<file path="config.mk">
export PLATFORM = sky130hd
export DESIGN_NAME = ccic_top
export DESIGN_NICKNAME = d
export VERILOG_FILES = /design/src/ccic_pkg.sv /design/src/ccic_glitch_filt.sv /design/src/ccic_top.sv
export SDC_FILE = /design/constraint.sdc
export NUM_CORES = 1
export LEC_CHECK = 0
export BUFFER_PORTS_ARGS = -buffer_cell sky130_fd_sc_hd__buf_2
export CAP_MARGIN = 25
export CORE_MARGIN = 2
export CORE_UTILIZATION = 65
export CTS_CLUSTER_DIAMETER = 200
export DETAILED_ROUTE_END_ITERATION = 10
export PLACE_DENSITY_LB_ADDON = 0.12
export SLEW_MARGIN = 10
export SYNTH_ARGS = -nofsm -noshare
export SYNTH_HDL_FRONTEND = slang
export SYNTH_SLANG_ARGS = --single-unit
</file>
<file path="constraint.sdc">
create_clock -name ref_clk_i -period 8.78 [get_ports ref_clk_i]
set_clock_uncertainty 0.1 [all_clocks]
set_input_delay 1.756 -clock ref_clk_i [delete_from_list [all_inputs] [get_ports ref_clk_i]]
set_output_delay 1.756 -clock ref_clk_i [all_outputs]
set_load 0.01 [all_outputs]
</file>
<file path="src/ccic_pkg.sv">
// ccic_pkg: register map, field layout, reset values and timing constants for the control link / i2c block
// assumes a 100 MHz block clock; every block of this family imports nothing and uses ccic_pkg::name
`default_nettype none
package ccic_pkg;
  localparam int CLK_PERIOD_NS = 10;
  // register offsets (8-bit register space)
  localparam logic [7:0] ADDR_LINK_WD   = 8'h04;
  localparam logic [7:0] ADDR_I2C_TIME  = 8'h05;
  localparam logic [7:0] ADDR_I2C_PROT  = 8'h06;
  // reset values
  localparam logic [7:0] RST_LINK_WD    = 8'hFE;
  localparam logic [7:0] RST_I2C_TIME   = 8'h1E;
  localparam logic [7:0] RST_I2C_PROT   = 8'h00;
  // field positions
  localparam int WD_TMO_LSB    = 1;
  localparam int WD_TMO_MSB    = 7;
  localparam int WD_OFF_BIT    = 0;
  localparam int FWD_ALL_BIT   = 7;
  localparam int HOLD_LSB      = 4;
  localparam int HOLD_MSB      = 6;
  localparam int FILT_LSB      = 0;
  localparam int FILT_MSB      = 3;
  localparam int SEQ_ERR_BIT   = 7;
  localparam int SEQ_CLR_BIT   = 6;
  localparam int ODLY_LSB      = 3;
  localparam int ODLY_MSB      = 4;
  localparam int LWD_BIT       = 2;
  localparam int BUS_FAST_BIT  = 1;
  localparam int BUS_OFF_BIT   = 0;
  // timing
  localparam int TXN_UNIT_MS   = 2;
  localparam int TXN_UNIT_CYC  = TXN_UNIT_MS * 1000000 / CLK_PERIOD_NS;
  localparam int BUS_FAST_US   = 50;
  localparam int BUS_FAST_CYC  = BUS_FAST_US * 1000 / CLK_PERIOD_NS;
  localparam int BUS_SLOW_S    = 1;
  localparam int BUS_SLOW_CYC  = BUS_SLOW_S * 1000000000 / CLK_PERIOD_NS;
  localparam int HOLD_STEP_NS  = 50;
  localparam int HOLD_STEP_CYC = (HOLD_STEP_NS + CLK_PERIOD_NS - 1) / CLK_PERIOD_NS;
  localparam int FILT_STEP_NS  = 5;
  localparam int ODLY_BASE_NS  = 250;
  localparam int ODLY_STEP_NS  = 50;
  localparam int CLR_HALF_NS   = 5000;
  localparam int CLR_HALF_CYC  = CLR_HALF_NS / CLK_PERIOD_NS;
  localparam int CLR_PULSES    = 9;
endpackage : ccic_pkg
`default_nettype wire

</file>
<file path="src/ccic_glitch_filt.sv">
// ccic_glitch_filt: two-flop synchroniser followed by a programmable glitch rejecter for one i2c line
// assumes the pin is asynchronous to ref_clk_i; idle level of an i2c line is high
`default_nettype none
module ccic_glitch_filt #(
  parameter int DEPTH_W = 4
) (
  input  wire logic               ref_clk_i,
  input  wire logic               sys_rst_i,
  input  wire logic               pin_i,
  input  wire logic [DEPTH_W-1:0] depth_i,
  output logic                    level_o
);
  logic               sync1;
  logic               sync2;
  logic [DEPTH_W:0]   run;
  logic [DEPTH_W:0]   limit;
  logic [DEPTH_W+7:0] span;

  if (DEPTH_W < 1) begin : g_bad_depth
    $error("ccic_glitch_filt: DEPTH_W must be at least 1");
  end

  // depth is in 5 ns steps; a 10 ns clock rejects up to ceil(depth*5/10) samples
  // worked out wide so that the deepest setting cannot wrap before the divide
  assign span  = ({8'h00, depth_i} * (DEPTH_W+8)'(ccic_pkg::FILT_STEP_NS)
                  + (DEPTH_W+8)'(ccic_pkg::CLK_PERIOD_NS - 1))
                 / (DEPTH_W+8)'(ccic_pkg::CLK_PERIOD_NS);
  assign limit = span[DEPTH_W:0];

  always_ff @(posedge ref_clk_i) begin
    if (sys_rst_i) begin
      sync1 <= 1'b1;
      sync2 <= 1'b1;
    end else begin
      sync1 <= pin_i;
      sync2 <= sync1;
    end
  end

  always_ff @(posedge ref_clk_i) begin
    if (sys_rst_i) begin
      run     <= '0;
      level_o <= 1'b1;
    end else if (sync2 == level_o) begin
      run <= '0;
    end else if (run >= limit) begin
      level_o <= sync2;
      run     <= '0;
    end else begin
      run <= run + 1'b1;
    end
  end
endmodule : ccic_glitch_filt
`default_nettype wire

</file>
<file path="src/ccic_top.sv">
// ccic_top: control link watchdog, i2c timing controls, remote write protection and i2c bus watchdog
// assumes register accesses and link transaction events come from logic on ref_clk_i; pins and the
// link clock are asynchronous and are synchronised here
// Overview of operation
// seven-bit link timeout field in bits 7:1, 2 ms units, resets to 7Fh.
// watchdog enabled aborts a link transaction that outlives the programmed timeout.
// software must never program the link timeout field with zero.
// bit 0 set stops the link watchdog, clear allows it, resets clear.
// bit 7 set forwards every i2c transaction across the link, resets clear.
// bits 6:4 set internal sda hold after scl in 50 ns steps, reset 1.
// bits 3:0 set widest rejected scl/sda glitch in 5 ns steps, reset Eh.
// read-only bit 7 flags a forward link sequence error.
// writing one to bit 6 clears the sequence error flag.
// bits 4:3 pick scl to sda output delay, 250 to 400 ns.
// bit 2 set refuses register writes arriving over the link from remote master.
// remote access to local i2c slaves stays allowed regardless of bit 2.
// bit 1 picks bus watchdog expiry: about 50 us set, about 1 s clear.
// bus watchdog detects free or hung bus; bit 0 set disables it.
// sda high and bus quiet for the period means the bus is free.
// sda low and bus quiet for the period drives nine scl pulses.
// clear bit held at one keeps the error flag at zero.
`default_nettype none
module ccic_top #(
  parameter int TXN_UNIT_CYC = ccic_pkg::TXN_UNIT_CYC,
  parameter int BUS_FAST_CYC = ccic_pkg::BUS_FAST_CYC,
  parameter int BUS_SLOW_CYC = ccic_pkg::BUS_SLOW_CYC
) (
  input  wire logic       ref_clk_i,
  input  wire logic       sys_rst_i,
  input  wire logic       reg_wr_i,
  input  wire logic       reg_rd_i,
  input  wire logic       reg_remote_i,
  input  wire logic [7:0] reg_addr_i,
  input  wire logic [7:0] reg_wdata_i,
  output logic      [7:0] reg_rdata_o,
  output logic            reg_wr_refused_o,
  input  wire logic       remote_slave_req_i,
  output logic            remote_slave_pass_o,
  input  wire logic       txn_start_i,
  input  wire logic       txn_done_i,
  output logic            txn_abort_o,
  input  wire logic       link_clk_i,
  input  wire logic       link_seq_err_i,
  input  wire logic       scl_i,
  input  wire logic       sda_i,
  output logic            scl_o,
  output logic            scl_oe_o,
  output logic            sda_held_o,
  output logic            fwd_all_o,
  output logic      [8:0] sda_out_dly_ns_o,
  output logic            bus_free_o,
  output logic            bus_clear_busy_o
);
  localparam int TXN_W = $clog2(TXN_UNIT_CYC + 1);
  localparam int BUS_W = $clog2(BUS_SLOW_CYC + 1);
  localparam int HOLD_TAPS = 7 * ccic_pkg::HOLD_STEP_CYC + 1;

  generate
    if (TXN_UNIT_CYC < 1 || BUS_FAST_CYC < 1 || BUS_SLOW_CYC < BUS_FAST_CYC) begin : g_bad_param
      $error("ccic_top: timing parameters out of range");
    end
  endgenerate

  typedef enum logic [2:0] {
    CCIC_CLR_IDLE = 3'b001,
    CCIC_CLR_LOW  = 3'b010,
    CCIC_CLR_HIGH = 3'b100
  } ccic_clr_t;

  logic [7:0]       link_wd;
  logic [7:0]       i2c_time;
  logic [6:0]       i2c_prot;
  logic             seq_err;
  logic             wr_ok;
  logic             lc_s1, lc_s2, lc_s3;
  logic             le_s1, le_s2;
  logic             seq_evt;
  logic             txn_active;
  logic [TXN_W-1:0] prescale;
  logic [7:0]       units;
  logic             unit_tick;
  logic             scl_f, sda_f, scl_q, sda_q;
  logic [1:0]       line_f;
  logic             bus_act;
  logic [BUS_W-1:0] idle_cnt;
  logic [BUS_W-1:0] idle_lim;
  logic             idle_exp;
  logic [HOLD_TAPS-1:0] hold_line;
  ccic_clr_t        clr_st;
  logic [15:0]      half_cnt;
  logic [3:0]       pulses;

  function automatic logic wr_hit(input logic [7:0] a, input logic [7:0] target);
    wr_hit = (a == target);
  endfunction : wr_hit

  // register write path; writes from a remote master can be locked out
  assign wr_ok = reg_wr_i && !(reg_remote_i && i2c_prot[ccic_pkg::LWD_BIT]);

  always_ff @(posedge ref_clk_i) begin
    if (sys_rst_i) begin
      link_wd  <= ccic_pkg::RST_LINK_WD;
      i2c_time <= ccic_pkg::RST_I2C_TIME;
      i2c_prot <= ccic_pkg::RST_I2C_PROT[6:0];
    end else if (wr_ok) begin
      if (wr_hit(reg_addr_i, ccic_pkg::ADDR_LINK_WD)) begin
        link_wd <= reg_wdata_i;
      end else if (wr_hit(reg_addr_i, ccic_pkg::ADDR_I2C_TIME)) begin
        i2c_time <= reg_wdata_i;
      end else if (wr_hit(reg_addr_i, ccic_pkg::ADDR_I2C_PROT)) begin
        i2c_prot <= {reg_wdata_i[6], 1'b0, reg_wdata_i[4:0]};
      end
    end
  end

  always_ff @(posedge ref_clk_i) begin
    if (sys_rst_i) begin
      reg_wr_refused_o <= 1'b0;
    end else begin
      reg_wr_refused_o <= reg_wr_i && !wr_ok;
    end
  end

  // slave traffic is not a register write, so the lockout never gates it
  assign remote_slave_pass_o = remote_slave_req_i;

  always_ff @(posedge ref_clk_i) begin
    if (sys_rst_i) begin
      reg_rdata_o <= 8'h00;
    end else if (reg_rd_i) begin
      if (reg_addr_i == ccic_pkg::ADDR_LINK_WD) begin
        reg_rdata_o <= link_wd;
      end else if (reg_addr_i == ccic_pkg::ADDR_I2C_TIME) begin
        reg_rdata_o <= i2c_time;
      end else if (reg_addr_i == ccic_pkg::ADDR_I2C_PROT) begin
        reg_rdata_o <= {seq_err, i2c_prot};
      end else begin
        reg_rdata_o <= 8'h00;
      end
    end
  end

  // link clock and error level are sampled, never used as a clock
  always_ff @(posedge ref_clk_i) begin
    if (sys_rst_i) begin
      lc_s1 <= 1'b0;
      lc_s2 <= 1'b0;
      lc_s3 <= 1'b0;
      le_s1 <= 1'b0;
      le_s2 <= 1'b0;
    end else begin
      lc_s1 <= link_clk_i;
      lc_s2 <= lc_s1;
      lc_s3 <= lc_s2;
      le_s1 <= link_seq_err_i;
      le_s2 <= le_s1;
    end
  end

  assign seq_evt = lc_s2 && !lc_s3 && le_s2;

  // the clear bit is a level: while it stays set, new errors are held off
  always_ff @(posedge ref_clk_i) begin
    if (sys_rst_i) begin
      seq_err <= 1'b0;
    end else if (i2c_prot[ccic_pkg::SEQ_CLR_BIT]) begin
      seq_err <= 1'b0;
    end else if (seq_evt) begin
      seq_err <= 1'b1;
    end
  end

  // link transaction watchdog; a zero timeout never matches and so never aborts
  assign unit_tick = (prescale == TXN_W'(TXN_UNIT_CYC - 1));

  always_ff @(posedge ref_clk_i) begin
    if (sys_rst_i) begin
      txn_active  <= 1'b0;
      prescale    <= '0;
      units       <= 8'h00;
      txn_abort_o <= 1'b0;
    end else begin
      txn_abort_o <= 1'b0;
      if (txn_done_i || link_wd[ccic_pkg::WD_OFF_BIT]) begin
        txn_active <= 1'b0;
        prescale   <= '0;
        units      <= 8'h00;
      end else if (txn_start_i && !txn_active) begin
        txn_active <= 1'b1;
        prescale   <= '0;
        units      <= 8'h00;
      end else if (txn_active) begin
        prescale <= unit_tick ? '0 : prescale + 1'b1;
        if (unit_tick) begin
          units <= units + 8'h01;
          if ({1'b0, units} + 9'h001 == {2'b00, link_wd[ccic_pkg::WD_TMO_MSB:ccic_pkg::WD_TMO_LSB]}) begin
            txn_abort_o <= 1'b1;
            txn_active  <= 1'b0;
          end
        end
      end
    end
  end

  // glitch filters on both lines
  for (genvar g = 0; g < 2; g++) begin : g_filt
    ccic_glitch_filt #(.DEPTH_W(4)) u_filt (
      .ref_clk_i (ref_clk_i),
      .sys_rst_i (sys_rst_i),
      .pin_i     (g == 0 ? scl_i : sda_i),
      .depth_i   (i2c_time[ccic_pkg::FILT_MSB:ccic_pkg::FILT_LSB]),
      .level_o   (line_f[g])
    );
  end
  assign scl_f = line_f[0];
  assign sda_f = line_f[1];

  // sda hold: a tapped delay line, 5 cycles per 50 ns step
  always_ff @(posedge ref_clk_i) begin
    if (sys_rst_i) begin
      hold_line <= '1;
    end else begin
      hold_line <= {hold_line[HOLD_TAPS-2:0], sda_f};
    end
  end

  assign sda_held_o = (i2c_time[ccic_pkg::HOLD_MSB:ccic_pkg::HOLD_LSB] == 3'h0) ? sda_f :
                      hold_line[int'(i2c_time[ccic_pkg::HOLD_MSB:ccic_pkg::HOLD_LSB]) *
                                ccic_pkg::HOLD_STEP_CYC - 1];

  assign fwd_all_o        = i2c_time[ccic_pkg::FWD_ALL_BIT];
  assign sda_out_dly_ns_o = 9'(ccic_pkg::ODLY_BASE_NS) +
                            9'(ccic_pkg::ODLY_STEP_NS) * {7'h00, i2c_prot[ccic_pkg::ODLY_MSB:ccic_pkg::ODLY_LSB]};

  // bus watchdog: any edge on either filtered line restarts the quiet timer
  always_ff @(posedge ref_clk_i) begin
    if (sys_rst_i) begin
      scl_q <= 1'b1;
      sda_q <= 1'b1;
    end else begin
      scl_q <= scl_f;
      sda_q <= sda_f;
    end
  end

  assign bus_act  = (scl_f != scl_q) || (sda_f != sda_q) || (clr_st != CCIC_CLR_IDLE);
  assign idle_lim = i2c_prot[ccic_pkg::BUS_FAST_BIT] ? BUS_W'(BUS_FAST_CYC - 1) : BUS_W'(BUS_SLOW_CYC - 1);
  assign idle_exp = !i2c_prot[ccic_pkg::BUS_OFF_BIT] && !bus_act && (idle_cnt == idle_lim);

  always_ff @(posedge ref_clk_i) begin
    if (sys_rst_i) begin
      idle_cnt <= '0;
    end else if (bus_act || i2c_prot[ccic_pkg::BUS_OFF_BIT] || idle_exp) begin
      idle_cnt <= '0;
    end else begin
      idle_cnt <= idle_cnt + 1'b1;
    end
  end

  always_ff @(posedge ref_clk_i) begin
    if (sys_rst_i) begin
      bus_free_o <= 1'b0;
    end else begin
      bus_free_o <= idle_exp && sda_f;
    end
  end

  // bus clear: open-drain scl, pulled low for half a period then released, nine times
  always_ff @(posedge ref_clk_i) begin
    if (sys_rst_i) begin
      clr_st   <= CCIC_CLR_IDLE;
      half_cnt <= 16'h0000;
      pulses   <= 4'h0;
    end else begin
      case (clr_st)
        CCIC_CLR_IDLE: begin
          half_cnt <= 16'h0000;
          pulses   <= 4'h0;
          if (idle_exp && !sda_f) begin
            clr_st <= CCIC_CLR_LOW;
          end
        end
        CCIC_CLR_LOW: begin
          half_cnt <= half_cnt + 16'h0001;
          if (half_cnt == 16'(ccic_pkg::CLR_HALF_CYC - 1)) begin
            half_cnt <= 16'h0000;
            clr_st   <= CCIC_CLR_HIGH;
          end
        end
        CCIC_CLR_HIGH: begin
          half_cnt <= half_cnt + 16'h0001;
          if (half_cnt == 16'(ccic_pkg::CLR_HALF_CYC - 1)) begin
            half_cnt <= 16'h0000;
            pulses   <= pulses + 4'h1;
            clr_st   <= (pulses == 4'(ccic_pkg::CLR_PULSES - 1)) ? CCIC_CLR_IDLE : CCIC_CLR_LOW;
          end
        end
        default: begin
          clr_st <= CCIC_CLR_IDLE;
        end
      endcase
    end
  end

  assign scl_o            = 1'b0;
  assign scl_oe_o         = (clr_st == CCIC_CLR_LOW);
  assign bus_clear_busy_o = (clr_st != CCIC_CLR_IDLE);
endmodule : ccic_top
`default_nettype wire

</file>
==> metrics list, run 1 <==
- Outcome: completed
* First-pass iteration count of the detailed router: 5
- In the final routed layout, each cell accounts on average for between 10 and 15 µm.
- Vertical die dimension: 119 µm
- The synthesized design devotes to its leading area cell type between 30 and 40% of total area.
* Aggregate routed wire length: 17200 µm
- Setup repair after global routing left no endpoint under its margin.
- Worst-case reg-to-reg path depth: 16
- Startpoint of the tightest hold check path: hold_line[18]
- Required time of the worst setup path: 6.92 ns
- In the layout the commonest cells are dfxtp_1 (169), nor2_1 (133), buf_2 (49).
* Highest clock rate: 175 MHz
- Final setup violation count: 0
- Dividing the final minimum period by the clock period gives 65.2%.
* Multi-input combinational cell area: 4850 µm²
- Input and output buffers added on the ports amount to around 50.
- Slew margin rel.: 38.4%
* Total area of sequential cells: 3380 µm²
- Clock-pin slew was measured on the worst setup and hold paths at 0.06 ns.
- The mapped netlist covers between 8000 and 9000 µm².
- Worst path setup slack after routing: 3.06 ns
- After detailed routing, the number of remaining DRC violations is 0.
- Final count of pins violating max slew: 0
- Counting instances, the worst hold path has a depth of 1.
- RR Startpoint: i2c_time[1]
* Accumulated negative setup slack: 0 ns
* Total Nets Final: 1061
- IR analysis of the VDD net gives a maximum drop of around 0.13 mV.
- The hold violation total from the final report is 0.
- Share of the yosys chip area belonging to registers: about two fifths
* Depth of the CTS H-tree: 4
- CTS Hold Buffers Added: 0
- Sorting the synthesized cells by area gives the leading types as dfxtp_1 (39%), nor2_1 (5.8%), ha_1 (5.4%), xnor2_1 (4.4%), xor2_1 (4.0%).
* Core area: 13100 µm²
- At the worst endpoint, the arrival time is 3.87 ns.
- Initial antenna violation count: 0
* Nature of the critical path startpoint: flip-flop
- TritonCTS clock tree: done
- The routed layout has 6737 vias.
* Path category of the worst min-delay check: reg -> reg
- For this run, the total global-route usage over all layers was measured as 25.2%.
- Maximum capacitance violations: 0
- Sinks on the clock net: 169
- Post-synthesis instance total: 967
- Placer congestion estimate: 0.891
* Setup slack at placement: 3.44 ns
- In the routed layout, each cell is associated on average with a via count of roughly 5.7.
- In this run the mean area of a mapped cell was 8.89 µm².
- Cells with a size suffix above 1 make up roughly 15% of the layout.
- The slowest stage of the critical path belongs to the cell dfxtp_1.
- Die outline area: ~14000 µm²
* Leakage Power: 3.69 nW
- Initial Utilization: 65.7%
- The netlist uses 71 different library cells.
- Series of cell instances along the critical path: inv_1 -> ha_1 -> inv_1 -> fa_1 -> mux4_2 -> mux4_2 -> mux2i_1 -> nor3_1 -> a221o_1 -> buf_2
- In this run the power density over the cells is 178 nW/µm².
* Kind of critical path: reg -> out
- The die is between 100 and 150 µm wide.
- In this run, synthesis inferred 0 flip-flops with an integrated enable.
- Leading area contributor after synthesis: dfxtp_1
- The worst hold path terminates at hold_line[19].
- The area growth from synthesis to layout is 10.2%.
* PostCTS Resize Cnt: 0
* Largest stage delay on the critical path: between 0.7 and 0.8 ns
- Detail Route Antenna Nets: 0
- Root Buffer: clkbuf_16
- In this run the critical register-to-register path is captured at g_filt[0].u_filt.run[4].
- Primary FF master, synth: dfxtp_1
* Count of buffer and inverter cells on the critical path: 3
* Leading cell type in the layout, fill and taps excluded: dfxtp_1
- Summed over all layers, the global routing overflow is 0.
* Drt initial violations: 751
- Post-layout minimum cycle time: ~5.7 ns
* Clock insertion delay at the later pin of the skew report: around 0.43 ns
* Number of global-route vias before repair: roughly 6000
- Total I/O pin count: 54
- After clock tree synthesis, the setup repair step added 0 buffers.
- Row count: 42
- Counting the fill cells in the layout gives around 1000.
* Synthesized flop and latch total: around 170
* Origin of the worst setup path: i2c_time[4]
- Once layout is complete, the utilization of the core stands at 72.4%.
- Dpl hpwl: approximately 12000 µm
- Clock Tree Buf Depth: 2
- Number of buffers added by the clock tree synthesis step: 17
* Cell family with most CP delay: adder cells
- Reg2reg setup slack: 3.80 ns
- Entering global routing, the biggest net connects 105 pins.
- Global-route wire length before repair: 29000 µm
* Fraction of registers with async set/reset: 0%
* Measured slew at the worst slew-check pin: 0.924 ns
- STA classifies the critical path endpoint as a primary output.
- For this run, the number of Yosys warnings is 0.
* Maximum fanout along the worst path: 13
power breakdown:
| part | total (mW) | internal (mW) | switching [mW] |
|---|---|---|---|
| combinational | 0.132 | 0.0468 | 0.0853 |
| sequential | 0.791 | 0.778 | 0.0135 |
| clock | 0.765 | 0.463 | 0.303 |
kinds of logic (layout without fill, tap and decap cells):
| logic type | Yosys count | in the layout | synth area share (%) |
|---|---|---|---|
| adder cells (fa/ha/maj) | 39 | 39 | 5.85 |
| flip-flops | 169 | 169 | 39.3 |
| AND/OR/NAND/NOR | 409 | 409 | 24.6 |
| other | 1 | 3 | 0.0436 |
| XOR/XNOR | 82 | 82 | 8.35 |
| multiplexers | 35 | 35 | 5.81 |
| AO/OA/AOI/OAI | 147 | 147 | 11.7 |
| buffers and inverters | 85 | 122 | 4.26 |
metrics by stage:
| step | area (µm²) | power, mW | instances | hold WS, ns |
|---|---|---|---|---|
| after floorplan | 8600 | 0.910 | 968 | 0.289 |
| after global placement | 8870 | 0.934 | 1150 | 0.318 |
| after detailed placement | 8870 | 0.935 | 1150 | 0.318 |
| after CTS | 9470 | 1.69 | 1180 | 0.332 |
| after global routing | 9480 | 1.75 | 1181 | 0.347 |
| final | 9480 | 1.69 | 1182 | 0.333 |
per-layer routing:
layer | up-vias | GRT usage, % | share of wire (%)
met4 | 0 | 7.37 | 1.3
met1 | 3134 | 35.0 | 48
met5 | - | 0 | 0
li1 | 3439 | - | -
met3 | 17 | 5.70 | 4.7
met2 | 147 | 39.4 | 46
Yosys cell counts (all sizes together) (11+ instances only):
| master | n |
|---|---|
| dfxtp | 169 |
| nor2 | 133 |
| nand2 | 47 |
| or2 | 44 |
| xnor2 | 43 |
| inv | 40 |
| xor2 | 39 |
| a21oi | 37 |
| ha | 37 |
| nand3 | 36 |
| o21ai | 30 |
| clkbuf | 29 |
| nor3 | 28 |
| nor2b | 26 |
| mux2i | 21 |
| nand4 | 21 |
| buf | 16 |
| a211o | 15 |
| and3 | 14 |
| mux4 | 11 |
worst max-delay path by stage:
stage	slack (ns)	cells after the start	endpoint
after global routing	2.80	10	sda_held_o
after global placement	3.56	10	sda_held_o
final	3.06	10	sda_held_o
after CTS	3.00	10	sda_held_o
after detailed placement	3.44	10	sda_held_o
after floorplan	4.10	11	sda_held_o
worst register-to-register path: stages, from the launching register on:
cell and delay (ns):
dfxtp_1 0.45, inv_1 0.13, fa_1 0.43, ha_1 0.72
and3_1 0.36, a21oi_1 0.06, o21ba_2 0.22, or3_1 0.44
a41oi_1 0.24, o22a_1 0.19, ha_1 0.23, nand2b_1 0.14
a21o_1 0.17, a21o_1 0.17, a211o_1 0.31, or3_1 0.45
nor2_1 0.14
flip-flops by register name (all words and copies together) (netlist names), 2 cells and up:
register	count
g_filt.u_filt.run	10
reg_rdata_o	8
g_filt.u_filt.level_o	2
half_cnt	16
link_wd	8
idle_cnt	27
clr_st	3
i2c_prot	6
pulses	4
units	8
g_filt.u_filt.sync2	2
g_filt.u_filt.sync1	2
hold_line	36
prescale	18
i2c_time	8
final cells by class:
class | count | area share (%)
Multi-Input combinational cell | 714 | 51.2
Sequential cell | 169 | 35.7
Clock buffer | 21 | 4.86
Timing Repair Buffer | 52 | 2.86
Inverter | 40 | 1.58
Clock inverter | 9 | 1.47
Tap cell | 176 | 2.32
Antenna cell | 1 | 0.0264
Power figures use the tool's default switching activity.
==> run 2: changes to the inputs <==
--- a/config.mk
+++ b/config.mk
@@ -8,7 +8,7 @@
 export BUFFER_PORTS_ARGS = -buffer_cell sky130_fd_sc_hd__buf_2
 export CAP_MARGIN = 25
 export CORE_MARGIN = 2
-export CORE_UTILIZATION = 65
+export CORE_UTILIZATION = 55
 export CTS_CLUSTER_DIAMETER = 200
 export DETAILED_ROUTE_END_ITERATION = 10
 export PLACE_DENSITY_LB_ADDON = 0.12
==> constraint.sdc (replaced) <==
create_clock -name ref_clk_i -period 4.66 [get_ports ref_clk_i]
set_clock_uncertainty 0.1 [all_clocks]
set_input_delay 0.932 -clock ref_clk_i [delete_from_list [all_inputs] [get_ports ref_clk_i]]
set_output_delay 0.932 -clock ref_clk_i [all_outputs]
set_load 0.01 [all_outputs]
==> metrics list, run 2 (synthesized netlist as in run 1, its figures left out) <==
- The hold violation total from the final report came to 0.
* First-pass iteration count of the detailed router: 5
- Core area: between 15000 and 20000 µm²
- Leakage Power: between 3 and 4 nW
* Worst-case reg-to-reg path depth: 15
- Dividing the detail-routed wire length by the instance count gives 14.3 µm.
* Pin count of the biggest net entering global routing: 81
* Origin of the worst setup path: i2c_time[4]
* Dpl hpwl: 12300 µm
- The number of antenna violations at the first check in global routing came to 0.
* Depth of the CTS H-tree: 4
* Port buffer count: 49
- Number of buffers added by the clock tree synthesis step: 17
- Net switching share of the total power: approximately 26%
- Maximum fanout along the worst path: 6
* Initial Utilization: 56.4%
* RSZ-0062 raised after global routing: no
- STA classifies the critical path startpoint as a flip-flop.
- Timing would allow up to 226 MHz.
* Row count: 45
- In this run the tightest slew margin relative to its limit is 38.2%.
- Sequential share of power: between 40% and 50%
* Outcome: completed
* Clock Tree Buf Depth: 2
* Maximum VDD drop: roughly 0.35 mV
- ANT cells: 0
- Measured slew at the worst slew-check pin: 0.922 ns
- For this run, the number of standard cells in the final layout without fillers is 1230.
* Placer congestion estimate: 0.871
- Area Overhead vs Synth: 12.2%
- For this run, design rule violations remaining after detail routing come to 0.
- In the layout the commonest cells are dfxtp_1 (169), nor2_1 (133), buf_2 (49).
- PwrDens: roughly 330 nW/µm²
- Detail Route Antenna Nets: 0
* Internal power consumption: 2.36 mW
- Total number of vias: between 6000 and 7000
* Required time of the worst setup path: 3.63 ns
* Capture instance of the worst register-to-register path: g_filt[0].u_filt.run[2]
- Total Nets Final: around 1100
- Power after layout: between 3 and 4 mW
- Max-cap violations in this run came to 0.
- Relative contribution of combinational cells to total power: 8.0%
- Dividing the detail-routed via count by the number of cells gives 5.57.
* Kind of critical path: reg -> out
- Switching power: between 0.8 and 0.9 mW
- In this run the worst setup path terminates at sda_held_o.
* Sinks on the clock net: around 170
* Inst Count DP: 1197
- Number of filler cells placed in the layout: 1353
- Measured along the x axis, the die boundary spans 129 µm.
- Max reg flops: 36
- Share of power burned in the clock network: between 40% and 50%
- The final critical path takes up between 90% and 100% of the cycle.
* Worst Setup End Kind: primary output
- In this run the post-CTS setup repair buffer count came out at 0.
- CTS Hold Buffers Added: 0
- Accumulated negative setup slack: 0 ns
* Global-route wire length before repair: slightly below 30000 µm
- The setup check on the worst reg-to-reg path leaves a slack of ~0.24 ns.
* Share of layout cells above drive strength 1: 16.4%
* Largest registers: hold_line (36), idle_cnt (27), prescale (18)
* TritonCTS clock tree: done
- The number of global-route vias before repair is 6158.
- The floorplan step defined a die boundary enclosing ~17000 µm².
- Worst Hold Margin: between 0.3 and 0.4 ns
- In this run, the number of DRC markers left after iteration 0 of detailed routing was between 400 and 500.
- More flip-flops sit in one register than any other, and that register is hold_line.
- Subtracting the final worst setup slack from the clock period gives 4.43 ns.
* Core occupancy in the finished layout: 63.2%
- Clock Pin Slew Worst Setup and Hold Paths: 0.07 ns
- The tree is rooted in a clkbuf_16.
- All-layer global routing usage: 22.1%
- Arrival time of data at the critical path endpoint: around 3.4 ns
- Pin placement for this block handled 54 I/O pins.
- Path category of the worst min-delay check: reg -> reg
- In this run the vertical extent of the chip is 129 µm.
* RR Startpoint: i2c_time[0]
- Aggregate routed wire length: 17600 µm
* Global route overflow: 0
- Final setup violation count: 0
- Clock insertion delay at the later pin of the skew report: 0.43 ns
* Leading cell type in the layout, fill and taps excluded: dfxtp_1
* Final count of pins violating max slew: 0
[run 2: changes by cell type in the layout (fill, tap and decap cells not counted), moves of 2 or more]
cell / delta
buf_4: +12
clkbuf_8: -2
clkinv_4: +2
fa_1: -2
fa_2: +2
ha_1: -3
ha_2: +2
inv_8: +2
[run 2: worst min path at each step]
stage | start | to | slack [ns] | cells after the start
after global routing | g_filt[1].u_filt.sync1 | g_filt[1].u_filt.sync2 | 0.32 | 1
after CTS | g_filt[1].u_filt.sync1 | g_filt[1].u_filt.sync2 | 0.31 | 1
after global placement | g_filt[1].u_filt.sync1 | g_filt[1].u_filt.sync2 | 0.29 | 1
after floorplan | g_filt[0].u_filt.sync1 | g_filt[0].u_filt.sync2 | 0.29 | 1
after detailed placement | g_filt[1].u_filt.sync1 | g_filt[1].u_filt.sync2 | 0.30 | 1
final | g_filt[1].u_filt.sync1 | g_filt[1].u_filt.sync2 | 0.31 | 1
[run 2: worst max-delay path: stages (launching register included)]
cell     delay, ns
dfxtp_1       0.40
inv_1         0.09
ha_1          0.31
inv_1         0.06
fa_2          0.63
mux4_2        0.33
mux4_2        0.48
mux2i_1       0.14
nor3_1        0.07
a221o_1       0.29
buf_2         0.16
[run 2: power groups by stage]
stage | Combinational (mW) | Sequential (mW) | Clock, mW
final | 0.255 | 1.49 | 1.43
after global routing | 0.287 | 1.49 | 1.52
after CTS | 0.247 | 1.49 | 1.46
after detailed placement | 0.246 | 1.52 | 0
after global placement | 0.244 | 1.52 | 0
after floorplan | 0.206 | 1.51 | 0
[run 2: area by class of cell]
type	instances	area (µm²)	area share, %
clock buffer	18	429	4.45
clock inverter	14	163	1.69
inverter	40	150	1.56
multi-input combinational	714	4890	50.7
sequential	169	3380	35.1
tap	211	264	2.74
timing repair buffer	64	365	3.79
[run 2: timing repair]
action,4_1_cts,5_1_grt
gates cloned,0,0
gates resized for setup,1,8
setup endpoints to repair,10,11
pin swaps,0,1
[run 2: routing by layer]
metal / track usage (%) / vias to the layer above / part of all wire, %
met1: 30.4 / 3224 / 49
met5: 0 / - / 0
met2: 35.3 / 143 / 46
met4: 5.95 / 0 / 1.3
met3: 5.16 / 21 / 4.3
li1: - / 3463 / -
[run 2: stage by stage]
step                cell area (µm²)  worst slack, ns
CTS                            9600           0.0682
finish                         9650            0.228
floorplan                      8600            0.262
detailed placement             9000          -0.0462
global placement               9000           0.0703
global route                   9650          0.00156
==> run 3: changes to the inputs <==
--- a/config.mk
+++ b/config.mk
@@ -12,6 +12,7 @@
 export CTS_CLUSTER_DIAMETER = 200
 export DETAILED_ROUTE_END_ITERATION = 10
 export PLACE_DENSITY_LB_ADDON = 0.12
+export RECOVER_POWER = 50
 export SLEW_MARGIN = 10
 export SYNTH_ARGS = -nofsm -noshare
 export SYNTH_HDL_FRONTEND = slang
==> metrics list, run 3 (synthesized netlist as in run 1, its figures left out) <==
* Total Nets Final: roughly 1100
- Clock-pin slew was measured on the worst setup and hold paths at 0.07 ns.
- Clock insertion delay at the later pin of the skew report: 0.43 ns
* Endpoint with the worst hold slack: g_filt[1].u_filt.sync2
- PwrDens: 329 nW/µm²
- The routed design could run at a clock period as short as roughly 4.4 ns.
- Path category of the worst min-delay check: reg -> reg
- The number of antenna violations at the first check in global routing was 0.
* Depth of the CTS H-tree: 4
- Drc violations: 0
- From left edge to right edge, the die measures roughly 130 µm.
- For the worst flop-to-flop path, the logic depth is 15.
- Buffers added to address setup during post-CTS repair amount to 0.
* Die outline area: 16600 µm²
- Placer congestion estimate: 0.871
* Measured slew at the worst slew-check pin: 1.40 ns
- Maximum fanout along the worst path: 6
- Final setup violation count: 0
* Aggregate routed wire length: 17600 µm
- Per-cell routed wire length: ~14 µm
- RSZ-0062 raised after global routing: no
* Sinks on the clock net: 169
* Setup slack at placement: -0.0462 ns
- At the worst endpoint, the required time is between 3 and 4 ns.
- Total number of vias: just under 7000
- Initial Utilization: 56.4%
- Counting the buffers created by CTS gives 17.
- Port buffer count: 49
- TritonCTS built the clock tree.
* CTS Hold Buffers Added: 0
- On the worst path, the slowest cell contributes a delay of 0.64 ns.
- The worst setup path is launched from a flip-flop.
- Clock Tree Buf Depth: 2
- Startpoint of the tightest hold check path: g_filt[1].u_filt.sync1
* Capture instance of the worst register-to-register path: g_filt[0].u_filt.run[2]
- Reg2reg setup slack: between 0.2 and 0.25 ns
- Worst Hold Depth: 1
- Row generation in the floorplan step produced between 40 and 50 rows.
- Outcome: completed
- Summed over all cells, the static leakage comes to ~3.7 nW.
- The region available for standard cell placement spans between 15000 and 20000 µm².
- Fin crit share: about 95%
- Global route overflow: 0
- Drt initial violations: 558
- Vertical die dimension: 129 µm
- Dpl hpwl: 12300 µm
* Pin count of the biggest net entering global routing: 81
- Leaving out fill and tap cells, the most frequent cell in the layout is dfxtp_1.
- Kind of critical path: reg -> out
- Global routing used approximately 22% of the available tracks.
- For the final routed database, the setup TNS stands at 0 ns.
- RR Startpoint: i2c_time[0]
- Setup slack closes at 0.220 ns.
- Series of cell instances along the critical path: inv_1 -> ha_1 -> inv_1 -> fa_2 -> mux4_2 -> mux4_2 -> mux2i_1 -> nor3_1 -> a221o_1 -> buf_2
- Highest clock rate: ~230 MHz
- Across the run, the number of max-cap violations was 0.
- The worst-case IR drop observed on VDD is roughly 0.34 mV.
- STA classifies the critical path endpoint as a primary output.
- The largest registers in the layout are hold_line (36), idle_cnt (27), prescale (18).
- ANT cells: 0
- Final count of pins violating max slew: 0
- Max reg flops: 36
- Global-route wire length before repair: 29600 µm
- Hold Vio Cnt, Final: 0
- In this run the remaining antenna-violating nets after routing total 0.
* Critical-path top delay cell: fa_2
- Leading cell types in the layout, fill and taps excluded: dfxtp_1 (169), nor2_1 (133), nand2_1 (47)
- Arrival time of data at the critical path endpoint: approximately 3.4 ns
* Share of layout cells above drive strength 1: ~15%
* Area Overhead vs Synth: 11.8%
- Cells fill 63.0% of the core in the end.
- The number of global-route vias before repair was 6158.
- Slew margin rel.: under 10%
- The root buffer cell chosen for the clock tree is clkbuf_16.
- Total I/O pin count: 54
- Average vias per placed instance: 5.55
- Before antenna repair, the detailed router went through 5 iterations.
- More flip-flops sit in one register than any other, and that register is hold_line.
[run 3: changes by cell type in the layout (fill, tap and decap cells not counted), sizes merged]
| cell | before | now |
|---|---|---|
| clkbuf | 18 | 34 |
| buf | 64 | 48 |
[run 3: how the worst max path moves through the flow]
stage,startpoint,to,slack (ns)
floorplan,i2c_time[0],g_filt[1].u_filt.run[2],0.26
global placement,i2c_time[0],g_filt[0].u_filt.run[4],0.07
detailed placement,i2c_time[0],g_filt[0].u_filt.run[2],-0.05
CTS,i2c_time[0],g_filt[0].u_filt.run[2],0.07
global route,i2c_time[5],sda_held_o,0.002
finish,i2c_time[4],sda_held_o,0.22
[run 3: metrics by stage]
stage               area, µm²  hold WS (ns)  power (mW)  instances
CTS                      9600         0.314        3.20       1229
global placement         9000         0.292        1.77       1197
finish                   9610         0.312        3.16       1230
global route             9610         0.319        3.29       1230
detailed placement       9000         0.298        1.77       1197
floorplan                8600         0.289        1.72        968
[run 3: routing by layer]
metal  up-vias  wire length, µm  global-route usage, %
met2       133             8090                   35.3
met3        19              732                   5.16
met5         -                0                      0
li1       3460                -                      -
met4         0              214                   5.95
met1      3217             8600                   30.4
[run 3: power breakdown]
group	leakage (nW)	switching [mW]	total [mW]	internal, mW
clock network	0.287	0.620	1.42	0.804
logic	2.02	0.164	0.249	0.0855
registers	1.37	0.0219	1.49	1.46
total	3.68	0.806	3.16	2.35
[run 3: timing repair]
item	4_1_cts	5_1_grt
resized for setup	1	8
hold endpoints to repair	0	0
pin swaps	0	1
setup endpoints to repair	10	11
[run 3: area by class of cell]
class,instances,area [µm²]
Clock buffer,18,429
Clock inverter,14,163
Fill cell,1361,5650
Inverter,40,150
Multi-Input combinational cell,714,4880
Sequential cell,169,3380
Tap cell,211,264
Timing Repair Buffer,64,342
[run 3: worst max-delay path: cells and delay by family, from the launching register on]
family | cells | cell delay (ns)
muxes | 3 | 0.95
buffers and inverters | 3 | 0.31
DFF | 1 | 0.40
AOI/OAI and AO/OA | 1 | 0.29
adders and majority gates | 2 | 0.95
and+or+nand+nor | 1 | 0.07
